<file path="config.mk">
export PLATFORM = sky130hd
export DESIGN_NAME = ebc_phase_seq
export DESIGN_NICKNAME = d
export VERILOG_FILES = /design/src/ebc_pkg.sv /design/src/ebc_ready_sync.sv /design/src/ebc_phase_seq.sv
export VERILOG_INCLUDE_DIRS = /design/src /design/src/src
export SDC_FILE = /design/constraint.sdc
export NUM_CORES = 1
export LEC_CHECK = 0
export ABC_AREA = 1
export BUFFER_PORTS_ARGS = -buffer_cell sky130_fd_sc_hd__buf_2
export CAP_MARGIN = 20
export CORE_MARGIN = 3
export CORE_UTILIZATION = 50
export CTS_BUF_LIST = sky130_fd_sc_hd__clkbuf_8
export CTS_CLUSTER_DIAMETER = 150
export DETAILED_ROUTE_END_ITERATION = 6
export PLACE_DENSITY = 0.87
export SETUP_SLACK_MARGIN = 0.05
export SYNTH_ARGS = -nofsm -noshare
export SYNTH_HDL_FRONTEND = slang
export SYNTH_SLANG_ARGS = --single-unit
</file>
<file path="constraint.sdc">
create_clock -name clk -period 3.7 [get_ports clk]
set_input_delay 0.185 -clock clk [delete_from_list [all_inputs] [get_ports clk]]
set_output_delay 0.185 -clock clk [all_outputs]
set_load 0.01 [all_outputs]
</file>
<file path="src/ebc_map.svh">
`ifndef EBC_MAP_SVH
`define EBC_MAP_SVH

// ==========================================================
// Timing base
// Clock period and bus clock unit, both in ns
`define EBC_CLK_PERIOD_NS 25
`define EBC_UNIT_NS       25
// One bus clock unit in clock cycles (rounded up, never below one)
`define EBC_UNIT_CYCLES   ((`EBC_UNIT_NS + `EBC_CLK_PERIOD_NS - 1) / `EBC_CLK_PERIOD_NS)

// ==========================================================
// Phase length limits, in bus clock units
`define EBC_AB_MIN        6'h01
`define EBC_AB_MAX        6'h05
`define EBC_C_MAX         6'h03
`define EBC_D_MAX         6'h01
`define EBC_E_MIN         6'h01
`define EBC_E_MAX         6'h20
`define EBC_F_MAX         6'h03

// ==========================================================
// Reset values
`define EBC_ADDR_RST      24'h00_0000
`define EBC_DATA_RST      16'h0000
`define EBC_WIN_RST       3'h0

`endif

</file>
<file path="src/ebc_pkg.sv">
package ebc_pkg;

	// ==========================================================
	// Cycle phases, in the fixed order they run
	typedef enum logic [2:0] {
		EBC_IDLE = 3'b000,
		EBC_AB   = 3'b001,
		EBC_C    = 3'b010,
		EBC_D    = 3'b011,
		EBC_E    = 3'b100,
		EBC_F    = 3'b101
	} ebc_state_t;

	// ==========================================================
	// Timing configuration of the selected chip-select window
	typedef struct packed {
		logic       abLong;          // Setup base: 0 = one unit, 1 = two
		logic [1:0] abExtra;         // Extra setup units on window change
		logic [1:0] cLen;            // Command delay units
		logic       dLen;            // Write setup / turnaround units
		logic [4:0] eLen;            // Access units minus one
		logic [1:0] fLen;            // Hold units
		logic       readyEn;         // Access phase may be stretched
		logic       readyAsync;      // Extra synchroniser stage
		logic       readyActiveHigh; // Ready input polarity
		logic       muxMode;         // Shared address/data lines
	} ebc_timing_cfg_t;

	// ==========================================================
	// One bus request
	typedef struct packed {
		logic        write;
		logic [2:0]  window;
		logic [23:0] addr;
		logic [15:0] wdata;
		logic        highByte;
	} ebc_req_t;

	// Phase with its length
	typedef struct packed {
		ebc_state_t state;
		logic [5:0] len;
	} ebc_step_t;

endpackage

</file>
<file path="src/ebc_ready_sync.sv">
`timescale 1ns/1ps
`default_nettype none
`include "ebc_map.svh"

module ebc_ready_sync
	import ebc_pkg::*;
(
	// Clock and control
	input  wire logic clk,
	input  wire logic reset,
	input  wire logic ce,
	// Configuration
	input  wire logic async,
	input  wire logic activeHigh,
	// Pin and result
	input  wire logic readyPin,
	output logic      readyOk
);

	logic directSample;
	logic syncStage1;
	logic syncStage2;
	logic next_directSample;
	logic next_syncStage1;
	logic next_syncStage2;

	// ==========================================================
	// Next values of the samplers
	always_comb begin
		next_directSample = readyPin;
		next_syncStage1   = readyPin;
		next_syncStage2   = syncStage1;
	end

	// Register, frozen while ce is low
	always_ff @(posedge clk) begin
		if (reset) begin
			directSample <= 1'b0;
			syncStage1   <= 1'b0;
			syncStage2   <= 1'b0;
		end else if (ce) begin
			directSample <= next_directSample;
			syncStage1   <= next_syncStage1;
			syncStage2   <= next_syncStage2;
		end
	end

	// Async path pays one more stage
	assign readyOk = (async ? syncStage2 : directSample) == activeHigh;

	a_async_stage: assert property (@(posedge clk) disable iff (reset)
		(ce && async && $past(ce) && $past(ce, 2)) |->
			(readyOk == ($past(readyPin, 2) == activeHigh)))
		else $error("async ready does not pass two stages");

endmodule

`default_nettype wire

</file>
<file path="src/ebc_phase_seq.sv">
`timescale 1ns/1ps
`default_nettype none
`include "ebc_map.svh"

module ebc_phase_seq
	import ebc_pkg::*;
(
	// Clock and control
	input  wire logic            clk,
	input  wire logic            reset,
	input  wire logic            ce,
	// Request side
	input  wire logic            reqValid,
	input  wire ebc_req_t        req,
	input  wire ebc_timing_cfg_t cfg,
	output logic                 reqReady,
	output logic                 donePulse,
	output logic [15:0]          readData,
	// Bus pins
	input  wire logic            readyPin,
	output logic                 chipSelN,
	output logic                 addrLatchEn,
	output logic                 readStrobeN,
	output logic                 writeStrobeN,
	output logic                 high_byte_enable_n,
	output logic [23:0]          address_lines,
	output logic [15:0]          data_lines_out,
	output logic                 data_lines_oe,
	input  wire logic [15:0]     data_lines_in,
	output logic [15:0]          shared_addr_data_lines_out,
	output logic                 shared_addr_data_lines_oe,
	input  wire logic [15:0]     shared_addr_data_lines_in
);

	// ==========================================================
	// State
	ebc_state_t      state;
	ebc_state_t      next_state;
	logic [5:0]      cnt;
	logic [5:0]      next_cnt;
	ebc_req_t        cur;
	ebc_req_t        next_cur;
	ebc_timing_cfg_t curCfg;
	ebc_timing_cfg_t next_curCfg;
	logic            winChg;
	logic            next_winChg;
	logic [2:0]      lastWin;
	logic [2:0]      next_lastWin;
	logic            readyOk;
	ebc_step_t       step;
	logic            leaving;

	// Ready input conditioning
	ebc_ready_sync u_ready (
		.clk        (clk),
		.reset      (reset),
		.ce         (ce),
		.async      (curCfg.readyAsync),
		.activeHigh (curCfg.readyActiveHigh),
		.readyPin   (readyPin),
		.readyOk    (readyOk)
	);

	// ==========================================================
	// Length of a phase in bus clock units
	function automatic logic [5:0] phaseLen(ebc_state_t p, ebc_timing_cfg_t c, logic chg);
		logic [5:0] len;
		len = 6'h00;
		case (p)
			EBC_AB: len = `EBC_AB_MIN + {5'h00, c.abLong}
				+ (chg ? {4'h0, c.abExtra} : 6'h00);
			EBC_C:  len = {4'h0, c.cLen};
			EBC_D:  len = {5'h00, c.dLen};
			EBC_E:  len = `EBC_E_MIN + {1'b0, c.eLen};
			EBC_F:  len = {4'h0, c.fLen};
			default: len = 6'h00;
		endcase
		return len;
	endfunction

	// First phase from p onward that has a nonzero length
	function automatic ebc_step_t enterFrom(ebc_state_t p, ebc_timing_cfg_t c, logic chg);
		ebc_step_t s;
		s.state = p;
		s.len   = phaseLen(p, c, chg);
		for (int i = 0; i < 4; i++) begin
			if (s.state != EBC_IDLE && s.len == 6'h00) begin
				s.state = (s.state == EBC_F) ? EBC_IDLE
					: ebc_state_t'(3'(s.state) + 3'h1);
				s.len   = phaseLen(s.state, c, chg);
			end
		end
		return s;
	endfunction

	// ==========================================================
	// Phase sequencer next state
	always_comb begin
		next_state   = state;
		next_cnt     = cnt;
		next_cur     = cur;
		next_curCfg  = curCfg;
		next_winChg  = winChg;
		next_lastWin = lastWin;
		step         = '0;
		leaving      = 1'b0;
		case (state)
			EBC_IDLE: begin
				if (reqValid) begin
					next_cur     = req;
					next_curCfg  = cfg;
					next_winChg  = (req.window != lastWin);
					next_lastWin = req.window;
					next_state   = EBC_AB;
					next_cnt     = phaseLen(EBC_AB, cfg, req.window != lastWin);
				end
			end
			EBC_AB, EBC_C, EBC_D, EBC_E, EBC_F: begin
				if (cnt > 6'h01) begin
					next_cnt = cnt - 6'h01;
				end else if (state == EBC_E && curCfg.readyEn && !readyOk) begin
					next_cnt = 6'h01;
				end else begin
					leaving    = 1'b1;
					step       = (state == EBC_F) ? '0
						: enterFrom(ebc_state_t'(3'(state) + 3'h1), curCfg, winChg);
					next_state = step.state;
					next_cnt   = step.len;
				end
			end
			default: begin
				next_state = EBC_IDLE;
				next_cnt   = 6'h00;
			end
		endcase
	end

	always_ff @(posedge clk) begin
		if (reset) begin
			state   <= EBC_IDLE;
			cnt     <= 6'h00;
			cur     <= '0;
			curCfg  <= '0;
			winChg  <= 1'b0;
			lastWin <= `EBC_WIN_RST;
		end else if (ce) begin
			state   <= next_state;
			cnt     <= next_cnt;
			cur     <= next_cur;
			curCfg  <= next_curCfg;
			winChg  <= next_winChg;
			lastWin <= next_lastWin;
		end
	end

	// ==========================================================
	// Pin outputs, decoded from the next phase so they come from flops
	logic        next_chipSelN;
	logic        next_addrLatchEn;
	logic        next_readStrobeN;
	logic        next_writeStrobeN;
	logic        next_highByteN;
	logic [23:0] next_address;
	logic [15:0] next_dataOut;
	logic        next_dataOe;
	logic [15:0] next_sharedOut;
	logic        next_sharedOe;
	logic        next_reqReady;
	logic        next_donePulse;
	logic [15:0] next_readData;
	logic        active;
	ebc_req_t    nr;
	ebc_timing_cfg_t nc;

	always_comb begin
		nr                = next_cur;
		nc                = next_curCfg;
		active            = (next_state != EBC_IDLE);
		next_chipSelN     = !active;
		next_addrLatchEn  = (next_state == EBC_AB) && nc.muxMode;
		next_readStrobeN  = !((next_state == EBC_E) && !nr.write);
		next_writeStrobeN = !((next_state == EBC_E) && nr.write);
		next_highByteN    = !(active && nr.highByte);
		next_address      = active ? nr.addr : address_lines; // Held through hold phase
		next_dataOut      = nr.wdata;
		next_dataOe       = active && !nc.muxMode && nr.write && (next_state != EBC_AB);
		next_sharedOut    = (next_state == EBC_AB) ? nr.addr[15:0] : nr.wdata;
		next_sharedOe     = nc.muxMode && ((next_state == EBC_AB)
			|| (active && nr.write));
		next_reqReady     = (next_state == EBC_IDLE);
		next_donePulse    = leaving && (state == EBC_F || next_state == EBC_IDLE);
		next_readData     = readData;
		// Latch on the edge that raises the read strobe
		if (state == EBC_E && leaving && !cur.write) begin
			next_readData = curCfg.muxMode ? shared_addr_data_lines_in
				: data_lines_in;
		end
	end

	always_ff @(posedge clk) begin
		if (reset) begin
			chipSelN                   <= 1'b1;
			addrLatchEn                <= 1'b0;
			readStrobeN                <= 1'b1;
			writeStrobeN               <= 1'b1;
			high_byte_enable_n         <= 1'b1;
			address_lines              <= `EBC_ADDR_RST;
			data_lines_out             <= `EBC_DATA_RST;
			data_lines_oe              <= 1'b0;
			shared_addr_data_lines_out <= `EBC_DATA_RST;
			shared_addr_data_lines_oe  <= 1'b0;
			reqReady                   <= 1'b1;
			donePulse                  <= 1'b0;
			readData                   <= `EBC_DATA_RST;
		end else if (ce) begin
			chipSelN                   <= next_chipSelN;
			addrLatchEn                <= next_addrLatchEn;
			readStrobeN                <= next_readStrobeN;
			writeStrobeN               <= next_writeStrobeN;
			high_byte_enable_n         <= next_highByteN;
			address_lines              <= next_address;
			data_lines_out             <= next_dataOut;
			data_lines_oe              <= next_dataOe;
			shared_addr_data_lines_out <= next_sharedOut;
			shared_addr_data_lines_oe  <= next_sharedOe;
			reqReady                   <= next_reqReady;
			donePulse                  <= next_donePulse;
			readData                   <= next_readData;
		end
	end

	// ==========================================================
	// Checks
	a_ab_setup_len: assert property (@(posedge clk) disable iff (reset)
		(ce && state == EBC_IDLE && reqValid && req.window == lastWin) |=>
			(state == EBC_AB && cnt == `EBC_AB_MIN + {5'h00, cfg.abLong}))
		else $error("setup length wrong without window change");

	a_ab_window_ext: assert property (@(posedge clk) disable iff (reset)
		(state == EBC_AB) |-> (cnt >= `EBC_AB_MIN && cnt <= `EBC_AB_MAX))
		else $error("setup length outside one to five");

	a_cd_bounds: assert property (@(posedge clk) disable iff (reset)
		(state == EBC_C && cnt <= `EBC_C_MAX && cnt != 6'h00)
			or (state == EBC_D && cnt == `EBC_D_MAX)
			or (state != EBC_C && state != EBC_D))
		else $error("command delay or write setup out of range");

	a_access_len: assert property (@(posedge clk) disable iff (reset)
		(ce && state != EBC_E && next_state == EBC_E) |=>
			(cnt == `EBC_E_MIN + {1'b0, curCfg.eLen} && cnt <= `EBC_E_MAX))
		else $error("access phase length wrong");

	a_hold_len: assert property (@(posedge clk) disable iff (reset)
		(state == EBC_F) |-> (cnt <= `EBC_F_MAX && !chipSelN && readStrobeN))
		else $error("hold phase length or strobe wrong");

	a_read_capture: assert property (@(posedge clk) disable iff (reset)
		(ce && state == EBC_E && leaving && !cur.write && !curCfg.muxMode) |=>
			(readData == $past(data_lines_in) && readStrobeN))
		else $error("read data not captured at strobe end");

	a_strobe_end: assert property (@(posedge clk) disable iff (reset)
		($rose(readStrobeN) && !$past(cur.write)) |-> $past(state) == EBC_E)
		else $error("read strobe rose outside access end");

	a_phase_order: assert property (@(posedge clk) disable iff (reset)
		(state != EBC_IDLE && state != $past(state) && !$past(reset)) |->
			(3'(state) > 3'($past(state))))
		else $error("phases out of order");

	a_ready_wait: assert property (@(posedge clk) disable iff (reset)
		(ce && state == EBC_E && cnt == 6'h01 && curCfg.readyEn && !readyOk) |=>
			(state == EBC_E && cnt == 6'h01))
		else $error("wait state not inserted");

	a_mux_address: assert property (@(posedge clk) disable iff (reset)
		(state == EBC_AB && curCfg.muxMode) |->
			(shared_addr_data_lines_oe && shared_addr_data_lines_out == cur.addr[15:0]))
		else $error("address not driven on shared lines");

endmodule

`default_nettype wire

</file>
==> out/qor.txt, run 1 <==
SYNTH
----------------------------------------------------------------------------------------
Share of async-settable or async-resettable flops after synthesis                     0%
Post-synthesis adder-cell area fraction                                            2.79%
Net count after synthesis                                                           1343
Cell types occupying the most area after synthesis                          dfxtp_1 34%, nand2_1 15%, nor2_1 8.3%
Area share of the largest cell type after synthesis                                34.2%
Complex-gate fraction of the synthesized area                                      13.7%
Post-synth top area cell                                                         dfxtp_1
Number of enable-type register cells in the synthesized netlist                        0
Number of library cell types mapped by synthesis                                      41
Proportion of synthesized chip area in sequential cells                            34.2%
Syn Inst Count                                                                      1226
Mux cell area share after synthesis                                                1.99%
Prevailing post-synth register cell                                              dfxtp_1
Average cell area after synthesis                                              6.58 um^2
Total number of yosys warnings                                                         0
Largest family of logic cells by synthesized area                           simple AND/OR/NAND/NOR gates
Post-Synth XOR/XNOR Area                                                          0.760%
Number of synthesized register bits                                                  138
Synth Area in Simple Gates                                                         37.5%
Post-synthesis instance area                                                   8070 um^2

CLOCK NETWORK
----------------------------------------------------------------------------------------
Clock-pin transition on the worst setup and hold timing paths                    0.10 ns
Maximum count of clock buffers along a single path                                     2
CTS Sinks                                                                            138
Clock tree from TritonCTS                                                          built
Root buffer selected by CTS                                                     clkbuf_8
H-tree Lvls                                                                            4
Clock latency on the worst-skew pair                                             0.48 ns
TritonCTS buffer count                                                                17

DRT
----------------------------------------------------------------------------------------
Residual DRC                                                                          22
Number of search-and-repair iterations in the first detailed-routing pass              7
Number of DRC violations after detailed-routing iteration 0                         1753
Average routed wire per standard cell                                            21.3 um
Routed Wire Length                                                              38600 um
Number of nets with antenna violations after detailed routing                          0
Via count                                                                          11181
Vias per cell                                                                       6.18

POWER
----------------------------------------------------------------------------------------
Share of total power in combinational logic                                        71.0%
Sequential share of power                                                          17.5%
Fraction of power consumed by the clock network                                    11.5%
Switching power of the nets                                                    0.00589 W
Worst IR Drop VDD                                                                 578 uV
Total power per unit cell area                                               971 nW/um^2
Sw Share                                                                           50.0%
Leak pwr                                                                         5.87 nW
Cell internal power dissipation                                                0.00588 W

SETUP PATH
----------------------------------------------------------------------------------------
R2R cell count                                                                        34
Critical-path maximum fanout                                                           8
Largest stage delay on the critical path                                         0.55 ns
Capturing element type of the critical path                                    flip-flop
Crit start category                                                            flip-flop
Worst endpoint data arrival time                                                 5.33 ns
Type of the worst setup path                                                flip-flop to flip-flop
Master of the slowest instance on the critical path                              a21oi_1
Data required time at the worst endpoint                                         4.01 ns

PLACEMENT
----------------------------------------------------------------------------------------
HPWL reported at the end of detailed placement                                  20100 um
Placer's final routability congestion estimate                                      1.02
# port buffers                                                                       179
Placement Setup Slack                                                          -0.948 ns
# placed instances                                                                  1661

GLOBAL ROUTE
----------------------------------------------------------------------------------------
Global-route wire length before repair                                          52400 um
Residual overflow from global routing                                                  0
Via count of the first global-routing pass                                         10247
Maximum number of pins on one net before global-route repair                          45
Total track usage                                                                  37.0%
Initial antenna violation count                                                        1

DIE
----------------------------------------------------------------------------------------
IO Count                                                                             180
Horiz. Die Dim                                                                    133 um
Die Ht                                                                            133 um
Floorplan die area                                                            17700 um^2
Core Box Area                                                                 15500 um^2
Rows                                                                                  45
Initial core utilization                                                           52.1%

MIN PATH
----------------------------------------------------------------------------------------
Hold Path Class                                                             input port to flip-flop
Hold path cells                                                                        3

RUN STATUS
----------------------------------------------------------------------------------------
Result of the run                                                           finished with violations
Violated checks                                                             design-rule violations, max-capacitance violations, negative setup slack

FINAL LAYOUT
----------------------------------------------------------------------------------------
Layout net count                                                                    1701
Growth of design area from synthesis to finish                                     50.3%
Commonest non-fill, non-tap cell in the layout                                   nand2_1
Fraction of final layout cells sized beyond drive strength 1                       36.6%
Final cell count without fillers                                                    1809
Most frequent cells in the layout                                           264 x nand2_1, 179 x buf_2, 156 x nor2_1

STA
----------------------------------------------------------------------------------------
Worst rel slew slack                                                              0.495%
Max Transition Viols Final                                                             0
Setup repair after global routing missed its margin                                  yes
Max Freq                                                                       0.200 GHz
Slew at the pin closest to its max-slew limit                                    1.48 ns
Shortest period the worst path allows                                            5.01 ns
Final worst clock skew                                                         0.0209 ns
Final-report hold violation count                                                      0
Tcrit/Tclk final                                                                    135%
Setup Viol. Count Final                                                               57
Final setup slack of the worst path                                             -1.31 ns

FLOW RUN
----------------------------------------------------------------------------------------
Maxcap violations                                                                      1

[layer usage]
metal  part of all wire [%]  routed length, um  GRT usage (%)  vias up
li1                       -                  -              -     4735
met1                     33              12800           42.7     5038
met2                     44              17100           61.9     1067
met3                     14               5330           9.24      341
met4                    8.7               3350           21.5        0
met5                      0                  0              0        -
[critical path: cells and delay by family, from the launching register on]
family          cells  cell delay [ns]
buf+inv             7             0.83
flops               1             0.37
fa+ha+maj           2             0.51
simple gates       23             2.35
compound gates      2             0.76
[kinds of logic after synthesis]
| group | Yosys count |
|---|---|
| buffers and inverters | 165 |
| AND/OR/NAND/NOR | 672 |
| flip-flops | 138 |
| multiplexers | 16 |
| XOR/XNOR | 7 |
| adder cells (fa/ha/maj) | 18 |
| AO/OA/AOI/OAI | 210 |
[what timing repair did]
item | 4_1_cts | 5_1_grt
pin swaps | 46 | 71
gates resized for setup | 76 | 104
hold endpoints to repair | 53 | 0
setup buffers | 26 | 16
hold buffers | 64 | 0
endpoints found under the setup margin | 57 | 57
gates cloned | 8 | 1
[cell type report]
cell class,instances,area (um^2)
Fill cell,884,3360
Sequential cell,138,2770
Inverter,91,347
Multi-Input combinational cell,931,5400
Clock inverter,13,154
Tap cell,211,264
Timing Repair Buffer,405,2910
Clock buffer,19,262
Antenna cell,1,2.50
[per-stage QoR]
stage                     hold slack (ns)  total power, W  cell area [um^2]  setup TNS (ns)  util, %
final                             0.00828          0.0118             12100          -48.71     78.3
after global routing             0.000580          0.0122             12100          -60.77     78.3
after CTS                         0.00284          0.0103             11600          -24.74     74.8
after detailed placement            0.417         0.00779              9920          -41.05     64.1
after global placement              0.409         0.00771              9920          -39.63     64.1
after floorplan                     0.320         0.00573              8240           -3.87        -
[Yosys cell counts (all sizes together), types with 2 or more instances]
cell type / count
nand2: 330
nor2: 195
dfxtp: 138
o21ai: 114
nand3: 102
inv: 87
a21oi: 66
clkbuf: 39
buf: 35
nand4: 32
a31oi: 20
ha: 18
mux2i: 16
o22ai: 7
xnor2: 6
clkinv: 4
nand3b: 4
nor3: 4
nor3b: 2
[registers in the layout, summed over array words and instances, names as in the netlist, 3 cells and up]
| signal | count |
|---|---|
| address_lines | 24 |
| data_lines_out | 16 |
| curCfg | 17 |
| readData | 16 |
| state | 3 |
| cnt | 6 |
| lastWin | 3 |
| shared_addr_data_lines_out | 16 |
| cur | 26 |
[power by group through the flow]
stage,logic (W),registers [W],clock network (W)
6_report,0.00835,0.00206,0.00136
2_1_floorplan,0.00361,0.00212,0
3_5_place_dp,0.00574,0.00204,0
4_1_cts,0.00696,0.00202,0.00133
3_3_place_gp,0.00568,0.00203,0
5_1_grt,0.00871,0.00208,0.00140
[path summary, 6_finish.rpt]
kind	from	endpoint	slack [ns]
setup / recovery	state[0]$_SDFFE_PP0P_	shared_addr_data_lines_oe$_SDFFE_PP0P_	-1.31
hold / removal	data_lines_in[5]	readData[5]$_SDFFE_PP0P_	0.008
setup reg to reg	state[0]$_SDFFE_PP0P_	shared_addr_data_lines_oe$_SDFFE_PP0P_	-1.31
hold reg to reg	cur[26]$_SDFFE_PP0P_	cur[26]$_SDFFE_PP0P_	0.45
Power figures use the tool's default switching activity.
==> run 2: changes to the inputs <==
CELL_PAD_IN_SITES_DETAIL_PLACEMENT = 2   (was default)
CELL_PAD_IN_SITES_GLOBAL_PLACEMENT = 2   (was default)
CORE_UTILIZATION = 27   (was 50)
PLACE_DENSITY = 0.88   (was 0.87)
SETUP_SLACK_MARGIN = 0.4   (was 0.05)
==> out/qor.txt, run 2 (synthesis gave the netlist of run 1 again) <==
DRT
----------------------------------------------------------------------------------------
Vias per cell                                                                       6.27   +1.4%
Average routed wire per standard cell                                            37.0 um   +73%
Number of nets with antenna violations after detailed routing                          0   unchanged
Routed Wire Length                                                              75200 um   +95%
Residual DRC                                                                           0   -100%
Number of search-and-repair iterations in the first detailed-routing pass              5   -2
Via count                                                                          12748   +14%
Number of DRC violations after detailed-routing iteration 0                         1311   -25%

DIE
----------------------------------------------------------------------------------------
Initial core utilization                                                           27.7%   -24 points
Die Ht                                                                            179 um   +34%
Floorplan die area                                                            32000 um^2   +81%
Rows                                                                                  62   +38%
Horiz. Die Dim                                                                    179 um   +34%
Core Box Area                                                                 29100 um^2   +88%
IO Count                                                                             180   unchanged

PLACEMENT
----------------------------------------------------------------------------------------
HPWL reported at the end of detailed placement                                  29900 um   +49%
Placer's final routability congestion estimate                                     0.911   -11%
# placed instances                                                                  1849   +11%
# port buffers                                                                       179   unchanged

SETUP PATH
----------------------------------------------------------------------------------------
Largest stage delay on the critical path                                         0.44 ns   -0.11 ns
Worst endpoint data arrival time                                                 6.15 ns   +0.82 ns
Data required time at the worst endpoint                                         4.15 ns   +0.14 ns
Capturing element type of the critical path                                    flip-flop
Type of the worst setup path                                                flip-flop to flip-flop
Critical-path maximum fanout                                                           7   -1
Master of the slowest instance on the critical path                              dfxtp_4
Crit start category                                                            flip-flop

STA
----------------------------------------------------------------------------------------
Hold_ws                                                                      -0.00198 ns   -0.0103 ns
Worst rel slew slack                                                               5.61%   +5.1 points
Final setup slack of the worst path                                             -2.01 ns   -0.693 ns
Max Freq                                                                       0.175 GHz   -12%
Setup repair after global routing missed its margin                                  yes
Tcrit/Tclk final                                                                    154%   +19 points
Final worst clock skew                                                         0.0233 ns   +0.00237 ns
Max Transition Viols Final                                                             0   unchanged
Setup Viol. Count Final                                                               58   +1.8%
Slew at the pin closest to its max-slew limit                                    1.40 ns   -0.0759 ns
Shortest period the worst path allows                                            5.71 ns   +0.693 ns
Final-report hold violation count                                                      1   +1

GLOBAL ROUTE
----------------------------------------------------------------------------------------
Maximum number of pins on one net before global-route repair                          52   +16%
Initial antenna violation count                                                        8   +7
Global-route wire length before repair                                          88200 um   +68%
Total track usage                                                                  37.3%   +0.32 points
Residual overflow from global routing                                                  0   unchanged
Via count of the first global-routing pass                                         12881   +26%

CLOCK NETWORK
----------------------------------------------------------------------------------------
Root buffer selected by CTS                                                     clkbuf_8
H-tree Lvls                                                                            4   unchanged
Maximum count of clock buffers along a single path                                     2   unchanged
Clock latency on the worst-skew pair                                             0.52 ns   +0.04 ns
Clock-pin transition on the worst setup and hold timing paths                    0.12 ns   +0.02 ns
CTS Sinks                                                                            138   unchanged
TritonCTS buffer count                                                                17   unchanged
Clock tree from TritonCTS                                                          built

RUN STATUS
----------------------------------------------------------------------------------------
Result of the run                                                           finished with violations
Violated checks                                                             negative hold slack, negative setup slack

FINAL LAYOUT
----------------------------------------------------------------------------------------
Growth of design area from synthesis to finish                                     69.9%
Final cell count without fillers                                                    2034   +12%
Filler Cell Count                                                                   3196   +260%
Commonest non-fill, non-tap cell in the layout                                   nand2_1
End-of-flow core utilization                                                       47.1%   -31 points
Biggest registers after layout                                              cur: 26 flops, address_lines: 24 flops, curCfg: 17 flops
Area taken by multi-input logic gates                                          6140 um^2   +14%
Flip-flop and latch area                                                       2780 um^2   about the same
Top register by number of flip-flops                                                 cur
Max FFs per register                                                                  26   unchanged
Layout net count                                                                    1747   +2.7%
Most frequent cells in the layout                                           205 x nand2_1, 180 x buf_2, 169 x buf_4
Fraction of final layout cells sized beyond drive strength 1                       47.4%   +11 points

FLOW RUN
----------------------------------------------------------------------------------------
Maxcap violations                                                                      0   -1

POWER
----------------------------------------------------------------------------------------
Total power per unit cell area                                              1160 nW/um^2   +20%
Leak pwr                                                                         6.37 nW   +8.4%
Worst IR Drop VDD                                                                 392 uV   -32%

MIN PATH
----------------------------------------------------------------------------------------
Hold Path Class                                                             input port to flip-flop

==> run 2: changes by cell type in the layout (fill, tap and decap cells not counted), moves of 10 or more <==
cell     before  now
nand2_2      50   76
nor2_2       20   40
nand3_4       8   18
a21oi_2      18   30
nor2_1      156  120
buf_4       141  169
buf_6        13   31
a21oi_1      47   30
nand2_4      14   46
nand2_1     264  205
nand3_1      65   45
nor2_4       22   33
==> run 2: metrics by stage <==
| stage | TNS, ns | area (um^2) | total power (W) | worst slack (ns) |
|---|---|---|---|---|
| after detailed placement | -58.79 | 10300 | 0.00851 | -1.22 |
| after global routing | -93.55 | 13700 | 0.0161 | -2.02 |
| after global placement | -35.34 | 10300 | 0.00807 | -0.710 |
| after floorplan | -3.87 | 8250 | 0.00575 | -0.133 |
| final | -93.04 | 13700 | 0.0159 | -2.01 |
| after CTS | -43.22 | 12500 | 0.0121 | -0.879 |
==> run 2: area by class of cell <==
cell class | count | area share (%)
multi-input combinational | 924 | 44.8
timing repair buffer | 458 | 25.8
sequential | 138 | 20.2
tap | 384 | 3.51
inverter | 91 | 2.65
clock buffer | 18 | 1.81
clock inverter | 14 | 1.10
antenna | 7 | 0.128
==> run 2: path summary, 6_finish.rpt <==
check | end | startpoint | slack [ns] | cells past startpoint
worst max-delay path | address_lines[5]$_SDFFE_PP0P_ | state[1]$_SDFFE_PP0P_ | -2.01 | 37
worst min-delay path | readData[13]$_SDFFE_PP0P_ | shared_addr_data_lines_in[13] | -0.002 | 3
worst max register to register | address_lines[5]$_SDFFE_PP0P_ | state[1]$_SDFFE_PP0P_ | -2.01 | 37
worst min register to register | cur[27]$_SDFFE_PP0P_ | cur[27]$_SDFFE_PP0P_ | 0.49 | 2
==> run 2: repair_timing <==
item | CTS | global route
hold endpoints to repair | 45 | 2
setup buffers | 48 | 31
hold buffers | 55 | 2
endpoints found under the setup margin | 58 | 67
gates cloned | 5 | 4
gates resized for setup | 216 | 196
pin swaps | 94 | 102
==> run 2: worst max-delay path: cells and delay by family, from the launching register on <==
kind            cells  cell delay [ns]
buf+inv             7             1.16
simple gates       28             3.58
compound gates      1             0.11
flops               1             0.44
fa+ha+maj           1             0.28
==> run 2: metal layers <==
layer	share of wire, %	global-route usage (%)	vias to the layer above
met4	9.7	20.7	8
met2	45	64.9	1074
met1	36	42.0	6363
met5	0.080	0	-
met3	9.4	8.47	481
li1	-	-	4822
==> run 2: power breakdown <==
part           total, W  switching, W  internal (W)  leakage (nW)
clock network   0.00152      0.000942      0.000580         0.201
registers       0.00221      0.000391       0.00182          1.13
logic            0.0122       0.00747       0.00472          5.04
total            0.0159       0.00881       0.00712          6.37
==> run 3: changes to the inputs <==
GPL_TIMING_DRIVEN = 0   (was default)
==> out/qor.txt, run 3 (synthesis gave the netlist of run 1 again) <==
RUN STATUS
----------------------------------------------------------------------------------------
Result of the run                                                           finished with violations
Violated checks                                                             negative hold slack, negative setup slack

FINAL LAYOUT
----------------------------------------------------------------------------------------
End-of-flow core utilization                                                       43.8%   -3.3 points
Max FFs per register                                                                  26   unchanged
Layout Cell Area excl Fill                                                    12700 um^2   -7.0%
Most frequent cells in the layout                                           225 x nand2_1, 182 x buf_2, 133 x nor2_1
Growth of design area from synthesis to finish                                     58.0%
Fraction of final layout cells sized beyond drive strength 1                       40.1%   -7.4 points
Final cell count without fillers                                                    1969   -3.2%
Commonest non-fill, non-tap cell in the layout                                   nand2_1
Biggest registers after layout                                              cur: 26 flops, address_lines: 24 flops, curCfg: 17 flops
Layout net count                                                                    1688   -3.4%
Top register by number of flip-flops                                                 cur

PLACEMENT
----------------------------------------------------------------------------------------
# placed instances                                                                  1790   -3.2%
# port buffers                                                                       179   unchanged
Placed inst area                                                               9630 um^2   -6.3%
HPWL reported at the end of detailed placement                                  29200 um   -2.3%
Placer's final routability congestion estimate                                     0.876   -3.9%

SETUP PATH
----------------------------------------------------------------------------------------
Worst R2R Setup Slack                                                           -1.73 ns   +0.27 ns
Master of the slowest instance on the critical path                              dfxtp_1
Worst endpoint data arrival time                                                 5.83 ns   -0.32 ns
Crit start category                                                            flip-flop
Capturing element type of the critical path                                    flip-flop
Largest stage delay on the critical path                                         0.52 ns   +0.08 ns
Critical-path maximum fanout                                                          10   +3
Data required time at the worst endpoint                                         4.10 ns   -0.05 ns
Type of the worst setup path                                                flip-flop to flip-flop

DRT
----------------------------------------------------------------------------------------
Via count                                                                          11940   -6.3%
Routed Wire Length                                                              66500 um   -12%
Vias per cell                                                                       6.06   -3.2%
Average routed wire per standard cell                                            33.8 um   -8.7%
Number of nets with antenna violations after detailed routing                          0   unchanged
Number of DRC violations after detailed-routing iteration 0                         1202   -8.3%
Number of search-and-repair iterations in the first detailed-routing pass              7   +2
Residual DRC                                                                           0   unchanged

STA
----------------------------------------------------------------------------------------
Final setup slack of the worst path                                             -1.73 ns   +0.272 ns
Final-report hold violation count                                                      2   +1
Final worst clock skew                                                         0.0392 ns   +0.0159 ns
Max Freq                                                                       0.184 GHz   +5.0%
Max Transition Viols Final                                                             0   unchanged
Shortest period the worst path allows                                            5.43 ns   -0.272 ns
Setup repair after global routing missed its margin                                  yes
Slew at the pin closest to its max-slew limit                                    1.38 ns   -0.0183 ns
Worst rel slew slack                                                               6.84%   +1.2 points
Tcrit/Tclk final                                                                    147%   -7.4 points
Hold_ws                                                                      -0.00308 ns   -0.00110 ns
Setup Viol. Count Final                                                              120   +110%

GLOBAL ROUTE
----------------------------------------------------------------------------------------
Met1 track demand over resource                                                    38.9%   -3.1 points
Most Used Layer, Global Route                                                       met2
Via count of the first global-routing pass                                         12203   -5.3%
Maximum number of pins on one net before global-route repair                          17   -67%
Routing usage on met2                                                              58.0%   -6.9 points
Met3 Track Usage GR                                                                6.46%   -2.0 points
Residual overflow from global routing                                                  0   unchanged
Total track usage                                                                  33.8%   -3.4 points
Initial antenna violation count                                                        4   -4
Global-route wire length before repair                                          80900 um   -8.3%

DIE
----------------------------------------------------------------------------------------
IO Count                                                                             180   unchanged
Horiz. Die Dim                                                                    179 um   unchanged
Rows                                                                                  62   unchanged
Die Ht                                                                            179 um   unchanged
Floorplan die area                                                            32000 um^2   unchanged
Initial core utilization                                                           27.7%   unchanged
Core Box Area                                                                 29100 um^2   unchanged

CLOCK NETWORK
----------------------------------------------------------------------------------------
Clock-pin transition on the worst setup and hold timing paths                    0.11 ns   about the same
CTS Sinks                                                                            138   unchanged
Clock tree from TritonCTS                                                          built
TritonCTS buffer count                                                                17   unchanged
Root buffer selected by CTS                                                     clkbuf_8
H-tree Lvls                                                                            4   unchanged
Maximum count of clock buffers along a single path                                     2   unchanged
Clock latency on the worst-skew pair                                             0.53 ns   about the same

MIN PATH
----------------------------------------------------------------------------------------
Hold Path Class                                                             input port to flip-flop

POWER
----------------------------------------------------------------------------------------
Total power per unit cell area                                              1090 nW/um^2   -6.1%
Pwr Total                                                                       0.0139 W   -13%
Leak pwr                                                                         5.85 nW   -8.1%
Worst IR Drop VDD                                                                 387 uV   -1.2%

FLOW RUN
----------------------------------------------------------------------------------------
Maxcap violations                                                                      0   unchanged

==> run 3: changes by cell type in the layout (fill, tap and decap cells not counted), moves of 7 or more <==
cell / previous run / this run
a21oi_2: 30 / 19
a21oi_1: 30 / 42
nor2_1: 120 / 133
buf_12: 12 / 5
nand2_2: 76 / 62
nor2_2: 40 / 28
nand2_1: 205 / 225
buf_8: 1 / 8
buf_4: 169 / 85
buf_6: 31 / 21
clkbuf_1: 0 / 32
==> run 3: cell type report <==
cell class | instances | area, um^2
well taps | 384 | 480
repair buffers | 325 | 2270
diodes | 2 | 5.00
inverters | 91 | 370
clock buffers | 17 | 234
multi-input cells | 924 | 5910
clock inverters | 14 | 210
plain buffers | 74 | 488
fillers | 3283 | 16300
flip-flops and latches | 138 | 2780
==> run 3: power by group <==
part	leakage (nW)	total, W	switching [W]	internal (W)
logic	4.50	0.0101	0.00640	0.00367
registers	1.13	0.00221	0.000387	0.00182
clock network	0.218	0.00163	0.000879	0.000753
==> run 3: stage by stage <==
step | setup TNS [ns] | setup WS (ns)
2_1_floorplan | -3.87 | -0.133
3_3_place_gp | -64.81 | -1.07
3_5_place_dp | -80.33 | -1.27
4_1_cts | -42.58 | -0.850
5_1_grt | -98.91 | -1.76
6_report | -96.21 | -1.73
==> run 3: path summary, 6_finish.rpt <==
| path | from | to | depth (start not counted) |
|---|---|---|---|
| max | curCfg[9]$_SDFFE_PP0P_ | address_lines[11]$_SDFFE_PP0P_ | 31 |
| min | req[34] | cur[34]$_SDFFE_PP0P_ | 3 |
| min reg2reg | address_lines[20]$_SDFFE_PP0P_ | address_lines[20]$_SDFFE_PP0P_ | 2 |
| max reg2reg | curCfg[9]$_SDFFE_PP0P_ | address_lines[11]$_SDFFE_PP0P_ | 31 |
==> run 3: layer usage <==
layer / vias up / part of all wire (%)
li1: 4697 / -
met1: 5978 / 37
met2: 902 / 47
met3: 359 / 7.5
met4: 4 / 8.3
met5: - / 0.039
==> run 3: repair_timing <==
action	in CTS	in global routing
resized for setup	147	211
endpoints found under the setup margin	135	134
gates cloned	6	0
buffers inserted	47	38
hold buffers	55	0
hold endpoints to repair	40	0
pin swaps	61	87
==> run 3: critical path, delay by kind of cell, from the launching register on <==
kind / cells / cell delay, ns
buffers and inverters: 4 / 0.65
DFF: 1 / 0.52
and+or+nand+nor: 27 / 4.13
